`src/hw/timebase_pkg.sv`:
```
// constants and types shared by the periodic timebase design files
//==========================================================================
//==========================================================================
package timebase_pkg;

    localparam int unsigned CHAIN_BITS      = 15;
    localparam int unsigned PRESCALE_BITS   = 7;
    localparam int unsigned TAP_BITS        = 3;
    localparam int unsigned TAP_COUNT       = 8;
    localparam int unsigned PRESCALE_DIV    = 128;
    localparam int unsigned SYNC_STAGES     = 3;

    // chain bit that toggles once per half period, indexed by tap_select
    // dividers 32768,8192,2048,128,64,32,16,8 map to bits 14,12,10,6,5,4,3,2
    localparam logic [3:0] TAP_BIT [TAP_COUNT] = '{
        4'h000e, 4'h000c, 4'h000a, 4'h0006, 4'h0005, 4'h0004, 4'h0003, 4'h0002
    };

    localparam logic [CHAIN_BITS-1:0]    CHAIN_RESET    = 15'h0000;
    localparam logic [PRESCALE_BITS-1:0] PRESCALE_RESET = 7'h00;
    localparam logic [TAP_BITS-1:0]      TAP_RESET      = 3'h0;

    typedef enum logic [1:0] {
        MODE_RUN,
        MODE_WAIT,
        MODE_STOP
    } power_mode_t;

endpackage : timebase_pkg

```
`src/hw/pin_sync.sv`:
```
// three-stage synchroniser with agreement filter for an asynchronous level
`timescale 1ns/100ps
module pin_sync (
    input  wire logic ref_clk,
    input  wire logic rst,
    input  wire logic clk_en,
    input  wire logic async_in,
    output logic      level_out
);
    logic [timebase_pkg::SYNC_STAGES-1:0] stage_r;

    // shift in; the first stage feeds only the second
    always_ff @(posedge ref_clk) begin
        if (rst) begin
            stage_r <= '0;
        end else if (clk_en) begin
            stage_r <= {stage_r[1:0], async_in};
        end
    end

    // change counts once the second and third stages agree
    always_ff @(posedge ref_clk) begin
        if (rst) begin
            level_out <= 1'b0;
        end else if (clk_en && (stage_r[1] == stage_r[2])) begin
            level_out <= stage_r[2];
        end
    end
endmodule : pin_sync

```
`src/hw/periodic_timebase_interrupt.sv`:
```
// periodic timebase: divider chain, tap select, rollover flag and request
`timescale 1ns/100ps
module periodic_timebase_interrupt (
    input  wire logic                                ref_clk,
    input  wire logic                                rst,
    input  wire logic                                clk_en,
    input  wire logic                                oscillator_clock,
    input  wire logic                                prescale_128_select,
    input  wire logic                                osc_run_in_stop,
    input  wire logic                                wait_mode,
    input  wire logic                                stop_mode,
    input  wire logic                                ctrl_write,
    input  wire logic                                count_enable_wr,
    input  wire logic                                rollover_irq_enable_wr,
    input  wire logic [timebase_pkg::TAP_BITS-1:0]   tap_select_wr,
    input  wire logic                                flag_acknowledge,
    output logic                                     count_enable,
    output logic                                     rollover_irq_enable,
    output logic [timebase_pkg::TAP_BITS-1:0]        tap_select,
    output logic                                     rollover_flag,
    output logic                                     flag_acknowledge_rd,
    output logic                                     irq_request,
    output logic                                     wakeup_request
);
    //======================================================================
    // oscillator clock sampling
    //======================================================================
    logic osc_level;
    logic osc_prev_r;
    logic osc_rise;

    pin_sync u_osc_sync (
        .ref_clk   (ref_clk),
        .rst       (rst),
        .clk_en    (clk_en),
        .async_in  (oscillator_clock),
        .level_out (osc_level)
    );

    // remember the filtered level to find rising edges
    always_ff @(posedge ref_clk) begin
        if (rst) begin
            osc_prev_r <= 1'b0;
        end else if (clk_en) begin
            osc_prev_r <= osc_level;
        end
    end

    assign osc_rise = osc_level & ~osc_prev_r;

    //======================================================================
    // power mode and register access
    //======================================================================
    logic low_power;
    logic stop_halt;
    logic write_ok;

    assign low_power = wait_mode | stop_mode;
    assign stop_halt = stop_mode & ~osc_run_in_stop;
    assign write_ok  = ctrl_write & ~low_power;

    logic count_enable_r;
    logic irq_enable_r;
    logic [timebase_pkg::TAP_BITS-1:0] tap_r;

    // control bits; cleared by reset
    always_ff @(posedge ref_clk) begin
        if (rst) begin
            count_enable_r <= 1'b0;
            irq_enable_r   <= 1'b0;
            tap_r          <= timebase_pkg::TAP_RESET;
        end else if (clk_en && write_ok) begin
            count_enable_r <= count_enable_wr;
            irq_enable_r   <= rollover_irq_enable_wr;
            tap_r          <= tap_select_wr;
        end
    end

    //======================================================================
    // prescaler and divider chain
    //======================================================================
    logic [timebase_pkg::PRESCALE_BITS-1:0] pre_r;
    logic [timebase_pkg::PRESCALE_BITS-1:0] pre_nxt;
    logic [timebase_pkg::CHAIN_BITS-1:0]    chain_r;
    logic [timebase_pkg::CHAIN_BITS-1:0]    chain_nxt;
    logic running;
    logic pre_wrap;
    logic chain_tick;

    assign running    = count_enable_r & ~stop_halt & osc_rise;
    assign pre_wrap   = (pre_r == 7'h007f);
    assign pre_nxt    = pre_r + 7'h01;
    assign chain_tick = running & (~prescale_128_select | pre_wrap);
    assign chain_nxt  = chain_r + 15'h0001;

    // chain is cleared while disabled so every enable starts from zero
    always_ff @(posedge ref_clk) begin
        if (rst) begin
            pre_r   <= timebase_pkg::PRESCALE_RESET;
            chain_r <= timebase_pkg::CHAIN_RESET;
        end else if (clk_en) begin
            if (!count_enable_r) begin
                pre_r   <= timebase_pkg::PRESCALE_RESET;
                chain_r <= timebase_pkg::CHAIN_RESET;
            end else begin
                if (running) begin
                    pre_r <= pre_nxt;
                end
                if (chain_tick) begin
                    chain_r <= chain_nxt;
                end
            end
        end
    end

    //======================================================================
    // tap rollover detection
    //======================================================================
    function automatic logic tap_value(input logic [timebase_pkg::CHAIN_BITS-1:0] chain,
                                       input logic [timebase_pkg::TAP_BITS-1:0]   sel);
        tap_value = chain[timebase_pkg::TAP_BIT[sel]];
    endfunction : tap_value

    logic tap_now;
    logic tap_next;
    logic rollover;

    assign tap_now  = tap_value(chain_r, tap_r);
    assign tap_next = tap_value(chain_nxt, tap_r);
    // tap bit rising: first at half period, then every full period
    assign rollover = chain_tick & ~tap_now & tap_next;

    //======================================================================
    // flag, request and outputs
    //======================================================================
    logic flag_r;
    logic flag_nxt;
    logic ack;

    assign ack      = write_ok & flag_acknowledge;
    assign flag_nxt = rollover | (flag_r & ~ack);

    // sticky flag; a set in the acknowledge cycle wins
    always_ff @(posedge ref_clk) begin
        if (rst) begin
            flag_r <= 1'b0;
        end else if (clk_en) begin
            flag_r <= flag_nxt;
        end
    end

    // registered outputs
    always_ff @(posedge ref_clk) begin
        if (rst) begin
            count_enable        <= 1'b0;
            rollover_irq_enable <= 1'b0;
            tap_select          <= timebase_pkg::TAP_RESET;
            rollover_flag       <= 1'b0;
            flag_acknowledge_rd <= 1'b0;
            irq_request         <= 1'b0;
            wakeup_request      <= 1'b0;
        end else if (clk_en) begin
            count_enable        <= count_enable_r;
            rollover_irq_enable <= irq_enable_r;
            tap_select          <= tap_r;
            rollover_flag       <= flag_r;
            flag_acknowledge_rd <= 1'b0;
            irq_request         <= flag_r & irq_enable_r;
            wakeup_request      <= flag_r & irq_enable_r & stop_mode;
        end
    end
endmodule : periodic_timebase_interrupt

```
`config.mk`:
```
export PLATFORM = sky130hd
export DESIGN_NAME = periodic_timebase_interrupt
export DESIGN_NICKNAME = d
export VERILOG_FILES = /design/src/hw/timebase_pkg.sv /design/src/hw/pin_sync.sv /design/src/hw/periodic_timebase_interrupt.sv
export SDC_FILE = /design/constraint.sdc
export NUM_CORES = 1
export LEC_CHECK = 0
export ABC_CLOCK_PERIOD_IN_PS = 2100
export BUFFER_PORTS_ARGS = -buffer_cell sky130_fd_sc_hd__buf_2
export CAP_MARGIN = 25
export CORE_MARGIN = 10
export CORE_UTILIZATION = 57
export DETAILED_ROUTE_END_ITERATION = 10
export PLACE_DENSITY = 0.78
export SLEW_MARGIN = 30
export SYNTH_ARGS = -nofsm -noshare
export SYNTH_HDL_FRONTEND = slang
export SYNTH_SLANG_ARGS = --single-unit
export TNS_END_PERCENT = 20
```
`constraint.sdc`:
```
create_clock -name ref_clk -period 2.1 [get_ports ref_clk]
set_input_delay 0.315 -clock ref_clk [delete_from_list [all_inputs] [get_ports ref_clk]]
set_output_delay 0.315 -clock ref_clk [all_outputs]
set_load 0.02 [all_outputs]
```
Word-level counts from Yosys, hierarchy flattened
Memory sizes are Yosys's and may differ from the RTL's. Cells that the tools add are included.

Bits in registers: 41. ROM bits: 32. Bits of input ports: 15. Logic and storage cells: 61. Memories: 1.

Memory list: (name not given) (words 8, bits a word 4, rd ports 1, clocked after memory_dff 0, wr ports 0, line periodic_timebase_interrupt.sv:121) `tap_value = chain[timebase_pkg::TAP_BIT[sel]];`.

$add $sub $neg: 2. $lt $le $gt $ge: 2. Equal/unequal tests: 4. Mux-type cells: 10. Bitwise gates (word level): 23. Reductions and logical operators: 4.

Operators with widths (count): 15-bit two-way mux (2); 15-bit by 1-bit adder with 15-bit output, second input constant (1); 7-bit two-way mux (2); 1-bit AND (12); 1-bit binary-select mux with 4-bit select (2); 4-bit two-way mux (2); 7-bit by 1-bit adder with 7-bit output, second input constant (1); 7-bit == test, second input constant (1); 1-bit NOT (7); 4-bit by 5-bit < comparator with 1-bit output, second input constant (1); 4-bit greater-or-equal comparator, second input constant (1); 2-bit by 1-bit inequality test with 1-bit output, second input constant (2); 3-bit NOT with 4-bit output (1); 2-bit AND reduction (2); 1-bit bitwise OR (3); 1-bit logical AND (2); 1-bit two-way mux (2); 1-bit == test (1).

Logic depth before layout (Yosys ltp)
Gate-level depths: netlist of run 1.

Word-level depth: 10. Mapped depth: 8.

Modules after synthesis
From an unflattened synthesis of run 1, not the netlist that was laid out.

Cell total of the unflattened synthesis: 260. Area total of the unflattened synthesis: 2169.6 um2.

Modules (own cells, without submodules): periodic_timebase_interrupt (times used 1, cells each 244, area an instance 1998.2 um2, sequential area each 740.7 um2); pin_sync (times used 1, cells each 16, area an instance 171.4 um2, sequential area each 80.1 um2).

Worst setup path before layout of run 1
Ideal clock, no wire load.

Path type: reg-to-reg. Start point: register pre_r[0] (netlist name). End point: register chain_r[12] (netlist name). Setup time: 132 ps. Arrival: 1571 ps. Path slack: 397 ps. Stages on the path, launching flop included: 9. Clock period less this slack: 1703 ps. Path through: dfxtp_1 -> ha_1 -> nand2_1 -> o31a_1 -> buf_2 -> o21a_1 -> clkbuf_1 -> o21ai_0 -> a21oi_1.

Word-level cells in the longest chain between the ends: 5.

Ends and longest elaborated chain: start: declaration (line periodic_timebase_interrupt.sv:82) `logic [timebase_pkg::PRESCALE_BITS-1:0] pre_r;`; start signal: assignment (line periodic_timebase_interrupt.sv:99) `pre_r <= timebase_pkg::PRESCALE_RESET;`; start signal: assignment (line periodic_timebase_interrupt.sv:103) `pre_r <= timebase_pkg::PRESCALE_RESET;`; start signal: assignment (line periodic_timebase_interrupt.sv:107) `pre_r <= pre_nxt;`; 7-bit == test (line periodic_timebase_interrupt.sv:91) `assign pre_wrap = (pre_r == 7'h007f);`; 1-bit bitwise OR (line periodic_timebase_interrupt.sv:93) `assign chain_tick = running & (~prescale_128_select | pre_wrap);`; 1-bit AND (line periodic_timebase_interrupt.sv:93); 2-bit by 1-bit inequality test with 1-bit output (no line); 2-bit AND reduction (no line); end signal: assignment (line periodic_timebase_interrupt.sv:100) `chain_r <= timebase_pkg::CHAIN_RESET;`; end signal: assignment (line periodic_timebase_interrupt.sv:104) `chain_r <= timebase_pkg::CHAIN_RESET;`; end signal: assignment (line periodic_timebase_interrupt.sv:110) `chain_r <= chain_nxt;`; end: declaration (line periodic_timebase_interrupt.sv:84) `logic [timebase_pkg::CHAIN_BITS-1:0] chain_r;`.

No other way between the ends. A chain may end at the register's enable or synchronous reset.

Final worst setup path of run 1
Start point: register pre_r[0] (netlist name). End point: register chain_r[2] (netlist name).

Same word-level chain as after synthesis.

==> out/metrics.csv, run 1 <==
metric;value;unit
numClockSinks;41;
num_antenna_cells;0;
ioPinCount;24;
timing.max_cap.violations;0;
setup_slack;0.2305;ns
clock_latency;0.35;ns
p_clk_share;36.1;%
max-vdd-ir-drop;270.9;uV
tightest_slew;0.6512;ns
tritoncts;done;
synthArstFlopShare;0;%
syn_avg_cell_area;8.345;um2
gr-usage-met1;16.24;%
r2r_end;chain_r[2]$_SDFFE_PP0P_;
p_leak;0.8294;nW
ant_nets;0;
numCtsBuffers;5;
final_max_slew_viol_count;0;
drt-initial-drc-count;112;
hold_path_depth;3;
final_core_util;65.30;%
combPwrFrac;6.0;%
num_rows;21;
seqPwrFrac;57.9;%
synth_cell_types;51;
dpl.hpwl;3.014;mm
place_congestion;0.8400;
finalInstanceArea;2213;um2
synth-edff-count;0;
rsz0062_at_grt;false;
drive_above_1_share;14.29;%
switchingPower;0.3055;mW
start_util;60.32;%
clock_skew;0.008150;ns
final_hold_viol_count;0;
yosysTopAreaCell;dfxtp_1;
ff2ff_path_depth;7;
dp_slack;0.2354;ns
synth_top_area_share;40.15;%
area_growth;8.262;%
worstSetupEndpoint;chain_r[2]$_SDFFE_PP0P_;
critPathKind;reg -> reg;
p_per_area;616.1;nW/um2
wl_per_cell;13.87;um
synth_area_leaders;dfxtp_1 (40%), mux2i_1 (6.9%), a21oi_1 (5.9%);
p_int;1.058;mW
drc;0;
yosysMostFrequentCell;dfxtp_1;
grt_pass1_vias;1666;
cts_root_buf;clkbuf_4;
setup_viol;0;
fin_crit_sh;89.02;%
die_area;6382;um2
crit_start;pre_r[0]$_SDFFE_PP0P_;
slew_headroom;56.59;%
yosys_most_used_dff;dfxtp_1;
port_buffers;22;
vias_per_cell;5.810;
met2_usage;22.55;%
cts_setup_buffers;0;
cp_max_fo;20;
min_path_type;in -> reg;
clockBufferDepth;2;
core;3390;um2
die_h;79.89;um
h-tree-depth;2;
netlist_instances;245;
fin_crit;1.869;ns
overflow;0;
fin_tns_setup;0;ns
synth_nets;262;
fmax;534.9;MHz
required;2.36;ns
drt_first_pass_iters;4;
rrSetupSlack;0.23;ns
hold_ws;0.1933;ns
use_met3;4.730;%
yosys_warnings;0;
synth_common_cells;dfxtp_1 (41), nor2_1 (32), a21oi_1 (24);
ys_seq_elements;41;
cp.arrival;2.13;ns
clkTransAtPathRegs;0.12;ns
antenna_found_initial;0;
sw_frac_of_total;22.41;%
min_from;rollover_irq_enable_wr;
vias;1772;
busiest_layer;met2;
grt_util_all_layers;13.73;%
grt_max_degree;39;
status;finished, final reports clean;
r2r-start;pre_r[0]$_SDFFE_PP0P_;
crit_path_end_kind;flop;
finalWirelength;4.230;mm
worstSetupStartpointType;flop;
syn_area;2044;um2
dpl-instance-area;2141;um2
fp.dieW;79.89;um
grt_pass1_wl;7.320;mm
holdBufCountCts;0;
seq_area_frac_synth;40.15;%
cts-resized-gates;0;
fillers;302;
nets;276;
-- sequential cells by signal, indices dropped and copies added, names as in the netlist --
name / count
u_osc_sync.level_out: 1
rollover_irq_enable: 1
u_osc_sync.stage_r: 3
irq_enable_r: 1
count_enable_r: 1
tap_select: 3
pre_r: 7
tap_r: 3
osc_prev_r: 1
flag_r: 1
count_enable: 1
rollover_flag: 1
irq_request: 1
wakeup_request: 1
chain_r: 15
-- final cells by class --
| type | count | area [um2] | share of cell area [%] |
|---|---|---|---|
| Clock buffer | 5 | 37.54 | 1.696 |
| Clock inverter | 2 | 35.03 | 1.583 |
| Inverter | 3 | 11.26 | 0.5088 |
| Multi-Input combinational cell | 183 | 1119 | 50.54 |
| Sequential cell | 41 | 820.8 | 37.08 |
| Tap cell | 46 | 57.56 | 2.600 |
| Timing Repair Buffer | 25 | 132.6 | 5.992 |
-- logic make-up (layout without fill, tap and decap cells) --
family | count (synthesis) | count (layout) | share of synthesized area [%]
AND/OR/NAND/NOR | 104 | 104 | 26.74
AO/OA/AOI/OAI | 55 | 55 | 16.59
flip-flops | 41 | 41 | 40.15
buffers and inverters | 21 | 35 | 5.140
multiplexers | 15 | 15 | 7.405
XOR/XNOR | 6 | 6 | 2.570
adder cells (fa/ha/maj) | 2 | 2 | 1.224
other | 1 | 1 | 0.1834
-- layer usage --
layer  vias up  wire length (um)
li1        899                 -
met1       837              1993
met2        30              1954
met3         6               232
met4         0                49
met5         -                 0
-- through the flow --
stage | cells | power, mW
CTS | 305 | 1.377
floorplan | 245 | 0.8662
global route | 305 | 1.417
detailed placement | 298 | 0.8887
global placement | 298 | 0.8876
finish | 305 | 1.364
-- worst min-delay path by stage --
stage / slack [ns] / to
floorplan: 0.44 / u_osc_sync.level_out$_SDFFE_PP0P_
global route: 0.19 / count_enable_r$_SDFFE_PP0P_
detailed placement: 0.45 / count_enable$_SDFFE_PP0P_
global placement: 0.44 / count_enable$_SDFFE_PP0P_
CTS: 0.19 / irq_enable_r$_SDFFE_PP0P_
finish: 0.19 / irq_enable_r$_SDFFE_PP0P_
-- critical path, stage by stage (launching register included) --
cell and delay [ns]:
dfxtp_1 0.39, ha_1 0.18, nand2_1 0.08, o31a_1 0.40, nor2_2 0.11, buf_4 0.23, a21oi_1 0.10, a311oi_1 0.28
-- layout by cell type, fill, tap and decap left out, types with 3 or more instances in the layout --
cell | Yosys | layout
or3_1 | 5 | 5
nor2_1 | 32 | 32
o21ai_0 | 10 | 10
mux2i_1 | 14 | 14
inv_1 | 3 | 3
clkbuf_4 | 0 | 5
nor3_1 | 7 | 7
buf_4 | 3 | 3
a311oi_1 | 3 | 3
nand2b_1 | 4 | 4
o31a_1 | 3 | 3
nand3_1 | 12 | 12
nand2_1 | 17 | 17
dfxtp_1 | 41 | 41
buf_2 | 5 | 22
xnor2_1 | 4 | 4
a21oi_1 | 24 | 24
a211oi_1 | 4 | 4
and3_1 | 7 | 7
-- power groups by stage --
stage                     clock network, mW  logic [mW]  registers [mW]
after detailed placement                  0      0.0817           0.807
after global routing                  0.535      0.0909           0.791
after global placement                    0      0.0808           0.807
after CTS                             0.505      0.0823           0.789
after floorplan                           0      0.0605           0.806
final                                 0.493      0.0813           0.789
(Power assumes the default switching activity.)
==> run 2: changes to the inputs <==
==> constraint.sdc (replaced) <==
create_clock -name ref_clk -period 2.1 [get_ports ref_clk]
set_input_delay 0.105 -clock ref_clk [delete_from_list [all_inputs] [get_ports ref_clk]]
set_output_delay 0.105 -clock ref_clk [all_outputs]
set_load 0.02 [all_outputs]
==> run 2 against run 1 <==
Against the previous run:
- critical path type unchanged
- clock skew about the same
- critical path depth did not move
- largest cell class unchanged
- wire length up 1.6%
==> out/metrics.csv, run 2 (synthesis gave the netlist of run 1 again) <==
metric;value;unit;change
final_cell_mix;dfxtp_1 (41), nor2_1 (32), a21oi_1 (24), buf_2 (22), nand2_1 (17);;
start_util;60.32;%;unchanged
vias;1802;;+1.7%
dpl.hpwl;3.014;mm;unchanged
core;3390;um2;unchanged
ioPinCount;24;;unchanged
tritoncts;done;;
die_h;79.89;um;unchanged
regMostFlops;chain_r;;
crit_path_end_kind;flop;;
power;1.371;mW;+0.53%
fin_crit;1.879;ns;+0.009444 ns
drt_first_pass_iters;4;;unchanged
finalInstanceArea;2253;um2;+1.8%
ant_nets;0;;unchanged
rsz0062_at_grt;false;;
grt_pass1_vias;1664;;-0.12%
r2r-start;pre_r[0]$_SDFFE_PP0P_;;
cp.arrival;2.14;ns;about the same
place_congestion;0.8400;;unchanged
setup_slack;0.2211;ns;-0.009444 ns
worstSetupStartpointType;flop;;
clkTransAtPathRegs;0.12;ns;about the same
numClockSinks;41;;unchanged
largest_register_ffs;15;;unchanged
fmax;532.2;MHz;-0.50%
num_antenna_cells;0;;unchanged
required;2.36;ns;about the same
numCtsBuffers;5;;unchanged
critPathKind;reg -> reg;;
clock_latency;0.35;ns;about the same
port_buffers;22;;unchanged
drive_above_1_share;14.07;%;-0.22 points
cts_root_buf;clkbuf_4;;
cp_max_fo;20;;unchanged
grt_util_all_layers;13.98;%;+0.25 points
final_hold_viol_count;0;;unchanged
fin_crit_sh;89.47;%;+0.45 points
final_common_cell;dfxtp_1;;
p_leak;0.8461;nW;+2.0%
max-vdd-ir-drop;270.9;uV;about the same
grt_max_degree;39;;unchanged
hold_path_end;u_osc_sync.stage_r[0]$_SDFFE_PP0P_;;
min_from;oscillator_clock;;
largestRegisters;chain_r: 15 flops, pre_r: 7 flops;;
ff2ff_path_depth;7;;unchanged
finalWirelength;4.296;mm;+1.6%
dp_slack;0.2354;ns;unchanged
rrSetupSlack;0.22;ns;about the same
vias_per_cell;5.832;;+0.38%
grt_pass1_wl;7.445;mm;+1.7%
setup_viol;0;;unchanged
overflow;0;;unchanged
r2r_end;chain_r[2]$_SDFFE_PP0P_;;
clockBufferDepth;2;;unchanged
area_growth;10.22;%;
status;finished, final reports clean;;
clock_skew;0.008462;ns;+0.0003116 ns
cts-resized-gates;0;;unchanged
nets;280;;+1.4%
slew_headroom;57.31;%;+0.72 points
p_per_area;608.3;nW/um2;-1.3%
die_area;6382;um2;unchanged
hold_path_depth;3;;unchanged
antenna_found_initial;0;;unchanged
final_max_slew_viol_count;0;;unchanged
drc;0;;unchanged
fin_tns_setup;0;ns;unchanged
h-tree-depth;2;;unchanged
drt-initial-drc-count;116;;+3.6%
wl_per_cell;13.90;um;+0.25%
min_path_type;in -> reg;;
timing.max_cap.violations;0;;unchanged
tightest_slew;0.6404;ns;-0.01080 ns
num_rows;21;;unchanged
hold_ws;0.02258;ns;-0.1707 ns
fp.dieW;79.89;um;unchanged
dpl-instance-area;2141;um2;unchanged
-- run 2: cell types whose count changed in the layout (fill, tap and decap cells not counted) --
| cell | change |
|---|---|
| dlygate4sd3_1 | +4 |
-- run 2: through the flow --
step,std cells,utilization [%]
after floorplan,245,-
after global placement,298,63.16
after detailed placement,298,63.16
after CTS,309,66.48
after global routing,309,66.48
final,309,66.48
-- run 2: area by class of cell --
class                           count  area, um2
Inverter                            3      11.26
Clock buffer                        5      37.54
Clock inverter                      2      35.03
Multi-Input combinational cell    183       1119
Sequential cell                    41      820.8
Tap cell                           46      57.56
Fill cell                         295       1136
Timing Repair Buffer               29      172.7
-- run 2: timing repair --
action / CTS / global route
setup buffers: 0 / 0
endpoints found under the hold margin: 4 / 0
hold buffers: 4 / 0
endpoints found under the setup margin: 0 / 0
-- run 2: metal layers --
metal	global-route usage [%]	routed length, um	up-vias
met1	16.83	1955	848
met5	0	0	-
met3	4.730	276	6
li1	-	-	905
met4	4.225	49	0
met2	22.87	2015	43
-- run 2: worst max-delay path, stage by stage, from the launching register on --
cell and delay [ns]:
dfxtp_1 0.40, ha_1 0.18, nand2_1 0.08, o31a_1 0.40
nor2_2 0.11, buf_4 0.23, a21oi_1 0.10, a311oi_1 0.28
-- run 2: how the worst max path moves through the flow --
stage	start	endpoint	slack (ns)	cells past startpoint
global placement	pre_r[0]$_SDFFE_PP0P_	chain_r[13]$_SDFFE_PP0P_	0.31	6
floorplan	pre_r[0]$_SDFFE_PP0P_	chain_r[12]$_SDFFE_PP0P_	0.40	8
finish	pre_r[0]$_SDFFE_PP0P_	chain_r[2]$_SDFFE_PP0P_	0.22	7
global route	pre_r[0]$_SDFFE_PP0P_	chain_r[13]$_SDFFE_PP0P_	0.07	6
detailed placement	pre_r[0]$_SDFFE_PP0P_	chain_r[2]$_SDFFE_PP0P_	0.24	7
CTS	pre_r[0]$_SDFFE_PP0P_	chain_r[2]$_SDFFE_PP0P_	0.23	7
-- run 2: power breakdown --
group          leakage, nW  total, mW  switching [mW]  internal [mW]
sequential           0.331      0.789         0.00612          0.783
clock               0.0410      0.494           0.251          0.243
combinational        0.474     0.0872          0.0502         0.0370
total                0.846       1.37           0.308           1.06
==> run 3: changes to the inputs <==
- CORE_UTILIZATION: 57 -> 50
- PLACE_DENSITY: 0.78 -> 0.7
==> run 3 against run 2 <==
Against the previous run:
- total power fell by 0.32%
- register-to-register slack barely moved
- sequential cell count did not move
- design area fell by 1.2%
- sequential share of layout area rose by 0.45 points
- critical path depth fell by 1
- utilization fell by 10 points
- non-clock buffer count fell by 4
- wire length rose by 1.3%
- combinational power fell by 5.6%
- clock power barely moved
==> out/metrics.csv, run 3 (synthesis gave the netlist of run 1 again) <==
metric;value;unit;change
setup_viol;0;;unchanged
p_per_area;613.9;nW/um2;+0.91%
core;3971;um2;+17%
nets;276;;-1.4%
vias_per_cell;5.645;;-3.2%
drt-initial-drc-count;70;;-40%
combPwrFrac;6.0;%;-0.4 points
cp.arrival;2.05;ns;-0.09 ns
start_util;51.48;%;-8.8 points
fp.dieW;83.95;um;+5.1%
final_max_slew_viol_count;0;;unchanged
critPathKind;reg -> reg;;
overflow;0;;unchanged
r2r_end;chain_r[13]$_SDFFE_PP0P_;;
ff2ff_path_depth;6;;-1
h-tree-depth;2;;unchanged
max-vdd-ir-drop;296.6;uV;+9.5%
ant_nets;0;;unchanged
rsz0062_at_grt;false;;
drt_first_pass_iters;4;;unchanged
numCtsBuffers;5;;unchanged
clkTransAtPathRegs;0.08;ns;-0.04 ns
port_buffers;22;;unchanged
drc;0;;unchanged
r2r-start;pre_r[0]$_SDFFE_PP0P_;;
drive_above_1_share;13.46;%;-0.61 points
fmax;531.1;MHz;-0.21%
final_hold_viol_count;0;;unchanged
hold_path_depth;3;;unchanged
hold_path_end;irq_enable_r$_SDFFE_PP0P_;;
num_antenna_cells;0;;unchanged
clock_latency;0.29;ns;-0.06 ns
hold_ws;0.05133;ns;+0.02875 ns
holdBufCountCts;0;;-4
dpl-instance-area;2146;um2;+0.23%
finalInstanceArea;2226;um2;-1.2%
regMostFlops;chain_r;;
die_area;7047;um2;+10%
status;finished, final reports clean;;
place_congestion;0.8386;;-0.17%
final_common_cell;dfxtp_1;;
num_rows;23;;+9.5%
p_clk_share;36.2;%;+0.2 points
largest_register_ffs;15;;unchanged
vias;1750;;-2.9%
antenna_found_initial;0;;unchanged
fin_crit;1.883;ns;+0.003887 ns
required;2.26;ns;-0.10 ns
tritoncts;done;;
numClockSinks;41;;unchanged
dpl.hpwl;3.018;mm;+0.15%
die_h;83.95;um;+5.1%
sw_frac_of_total;23.07;%;+0.62 points
clock_skew;0.009999;ns;+0.001537 ns
fillers;378;;+28%
p_int;1.051;mW;-1.1%
worstSetupStartpointType;flop;;
min_from;rollover_irq_enable_wr;;
fin_tns_setup;0;ns;unchanged
slew_headroom;55.26;%;-2.0 points
min_path_type;in -> reg;;
switchingPower;0.3153;mW;+2.4%
ioPinCount;24;;unchanged
timing.max_cap.violations;0;;unchanged
p_leak;0.8279;nW;-2.2%
grt_util_all_layers;12.39;%;-1.6 points
cts_root_buf;clkbuf_8;;
rrSetupSlack;0.22;ns;about the same
cp_max_fo;10;;-50%
seqPwrFrac;57.7;%;about the same
largestRegisters;chain_r: 15 flops, pre_r: 7 flops;;
wl_per_cell;14.04;um;+0.95%
final_cell_mix;dfxtp_1 (41), nor2_1 (32), a21oi_1 (24), buf_2 (22), nand2_1 (17);;
grt_max_degree;39;;unchanged
finalWirelength;4.351;mm;+1.3%
cts-resized-gates;0;;unchanged
area_growth;8.874;%;
clockBufferDepth;2;;unchanged
grt_pass1_wl;7.590;mm;+1.9%
fin_crit_sh;89.66;%;+0.19 points
tightest_slew;0.6711;ns;+0.03067 ns
grt_pass1_vias;1707;;+2.6%
crit_path_end_kind;flop;;
cts_setup_buffers;0;;unchanged
==> run 3: changes by cell type in the layout (fill, tap and decap cells not counted) <==
cell	change
clkinv_2	-1
clkbuf_1	+3
clkbuf_8	+5
clkbuf_4	-5
bufinv_16	-1
dlygate4sd3_1	-4
==> run 3: critical path, stage by stage (launching register included) <==
cell	delay [ns]
dfxtp_1	0.37
ha_1	0.18
nand2_1	0.09
o31a_1	0.41
o21ai_0	0.42
o31a_1	0.21
o32ai_1	0.07
==> run 3: worst max-delay path by stage <==
stage / from / to / slack [ns] / depth (start not counted)
3_3_place_gp: pre_r[0]$_SDFFE_PP0P_ / chain_r[13]$_SDFFE_PP0P_ / 0.29 / 6
5_1_grt: pre_r[0]$_SDFFE_PP0P_ / chain_r[10]$_SDFFE_PP0P_ / 0.02 / 7
4_1_cts: pre_r[0]$_SDFFE_PP0P_ / chain_r[13]$_SDFFE_PP0P_ / 0.20 / 6
6_report: pre_r[0]$_SDFFE_PP0P_ / chain_r[13]$_SDFFE_PP0P_ / 0.22 / 6
3_5_place_dp: pre_r[0]$_SDFFE_PP0P_ / chain_r[13]$_SDFFE_PP0P_ / 0.22 / 6
2_1_floorplan: pre_r[0]$_SDFFE_PP0P_ / chain_r[12]$_SDFFE_PP0P_ / 0.40 / 8
==> run 3: final cells by class <==
class                           instances  area [um2]  share of cell area [%]
Tap cell                               50       62.56                   2.811
Timing Repair Buffer                   25       132.6                   5.958
Clock buffer                            8       80.08                   3.598
Inverter                                3       11.26                  0.5059
Multi-Input combinational cell        183        1119                   50.25
Sequential cell                        41       820.8                   36.87
==> run 3: routing by layer <==
| layer | track usage [%] | share of wire [%] |
|---|---|---|
| met5 | 0 | 0 |
| met4 | 4.718 | 1.6 |
| met3 | 3.418 | 4.5 |
| met2 | 20.28 | 47 |
| met1 | 14.94 | 47 |
==> run 3: stage by stage <==
step	utilization (%)	power, mW	setup slack, ns	std cells
floorplan	-	0.8662	0.3969	245
CTS	56.05	1.383	0.2001	310
global route	56.05	1.413	0.01912	310
global placement	54.03	0.8892	0.2864	302
detailed placement	54.03	0.8904	0.2213	302
finish	56.05	1.366	0.2172	310
==> run 3: power groups by stage <==
stage | combinational (mW) | clock [mW] | sequential, mW
global route | 0.0926 | 0.531 | 0.790
global placement | 0.0823 | 0 | 0.807
floorplan | 0.0605 | 0 | 0.806
detailed placement | 0.0831 | 0 | 0.807
finish | 0.0823 | 0.495 | 0.789
CTS | 0.0836 | 0.511 | 0.789
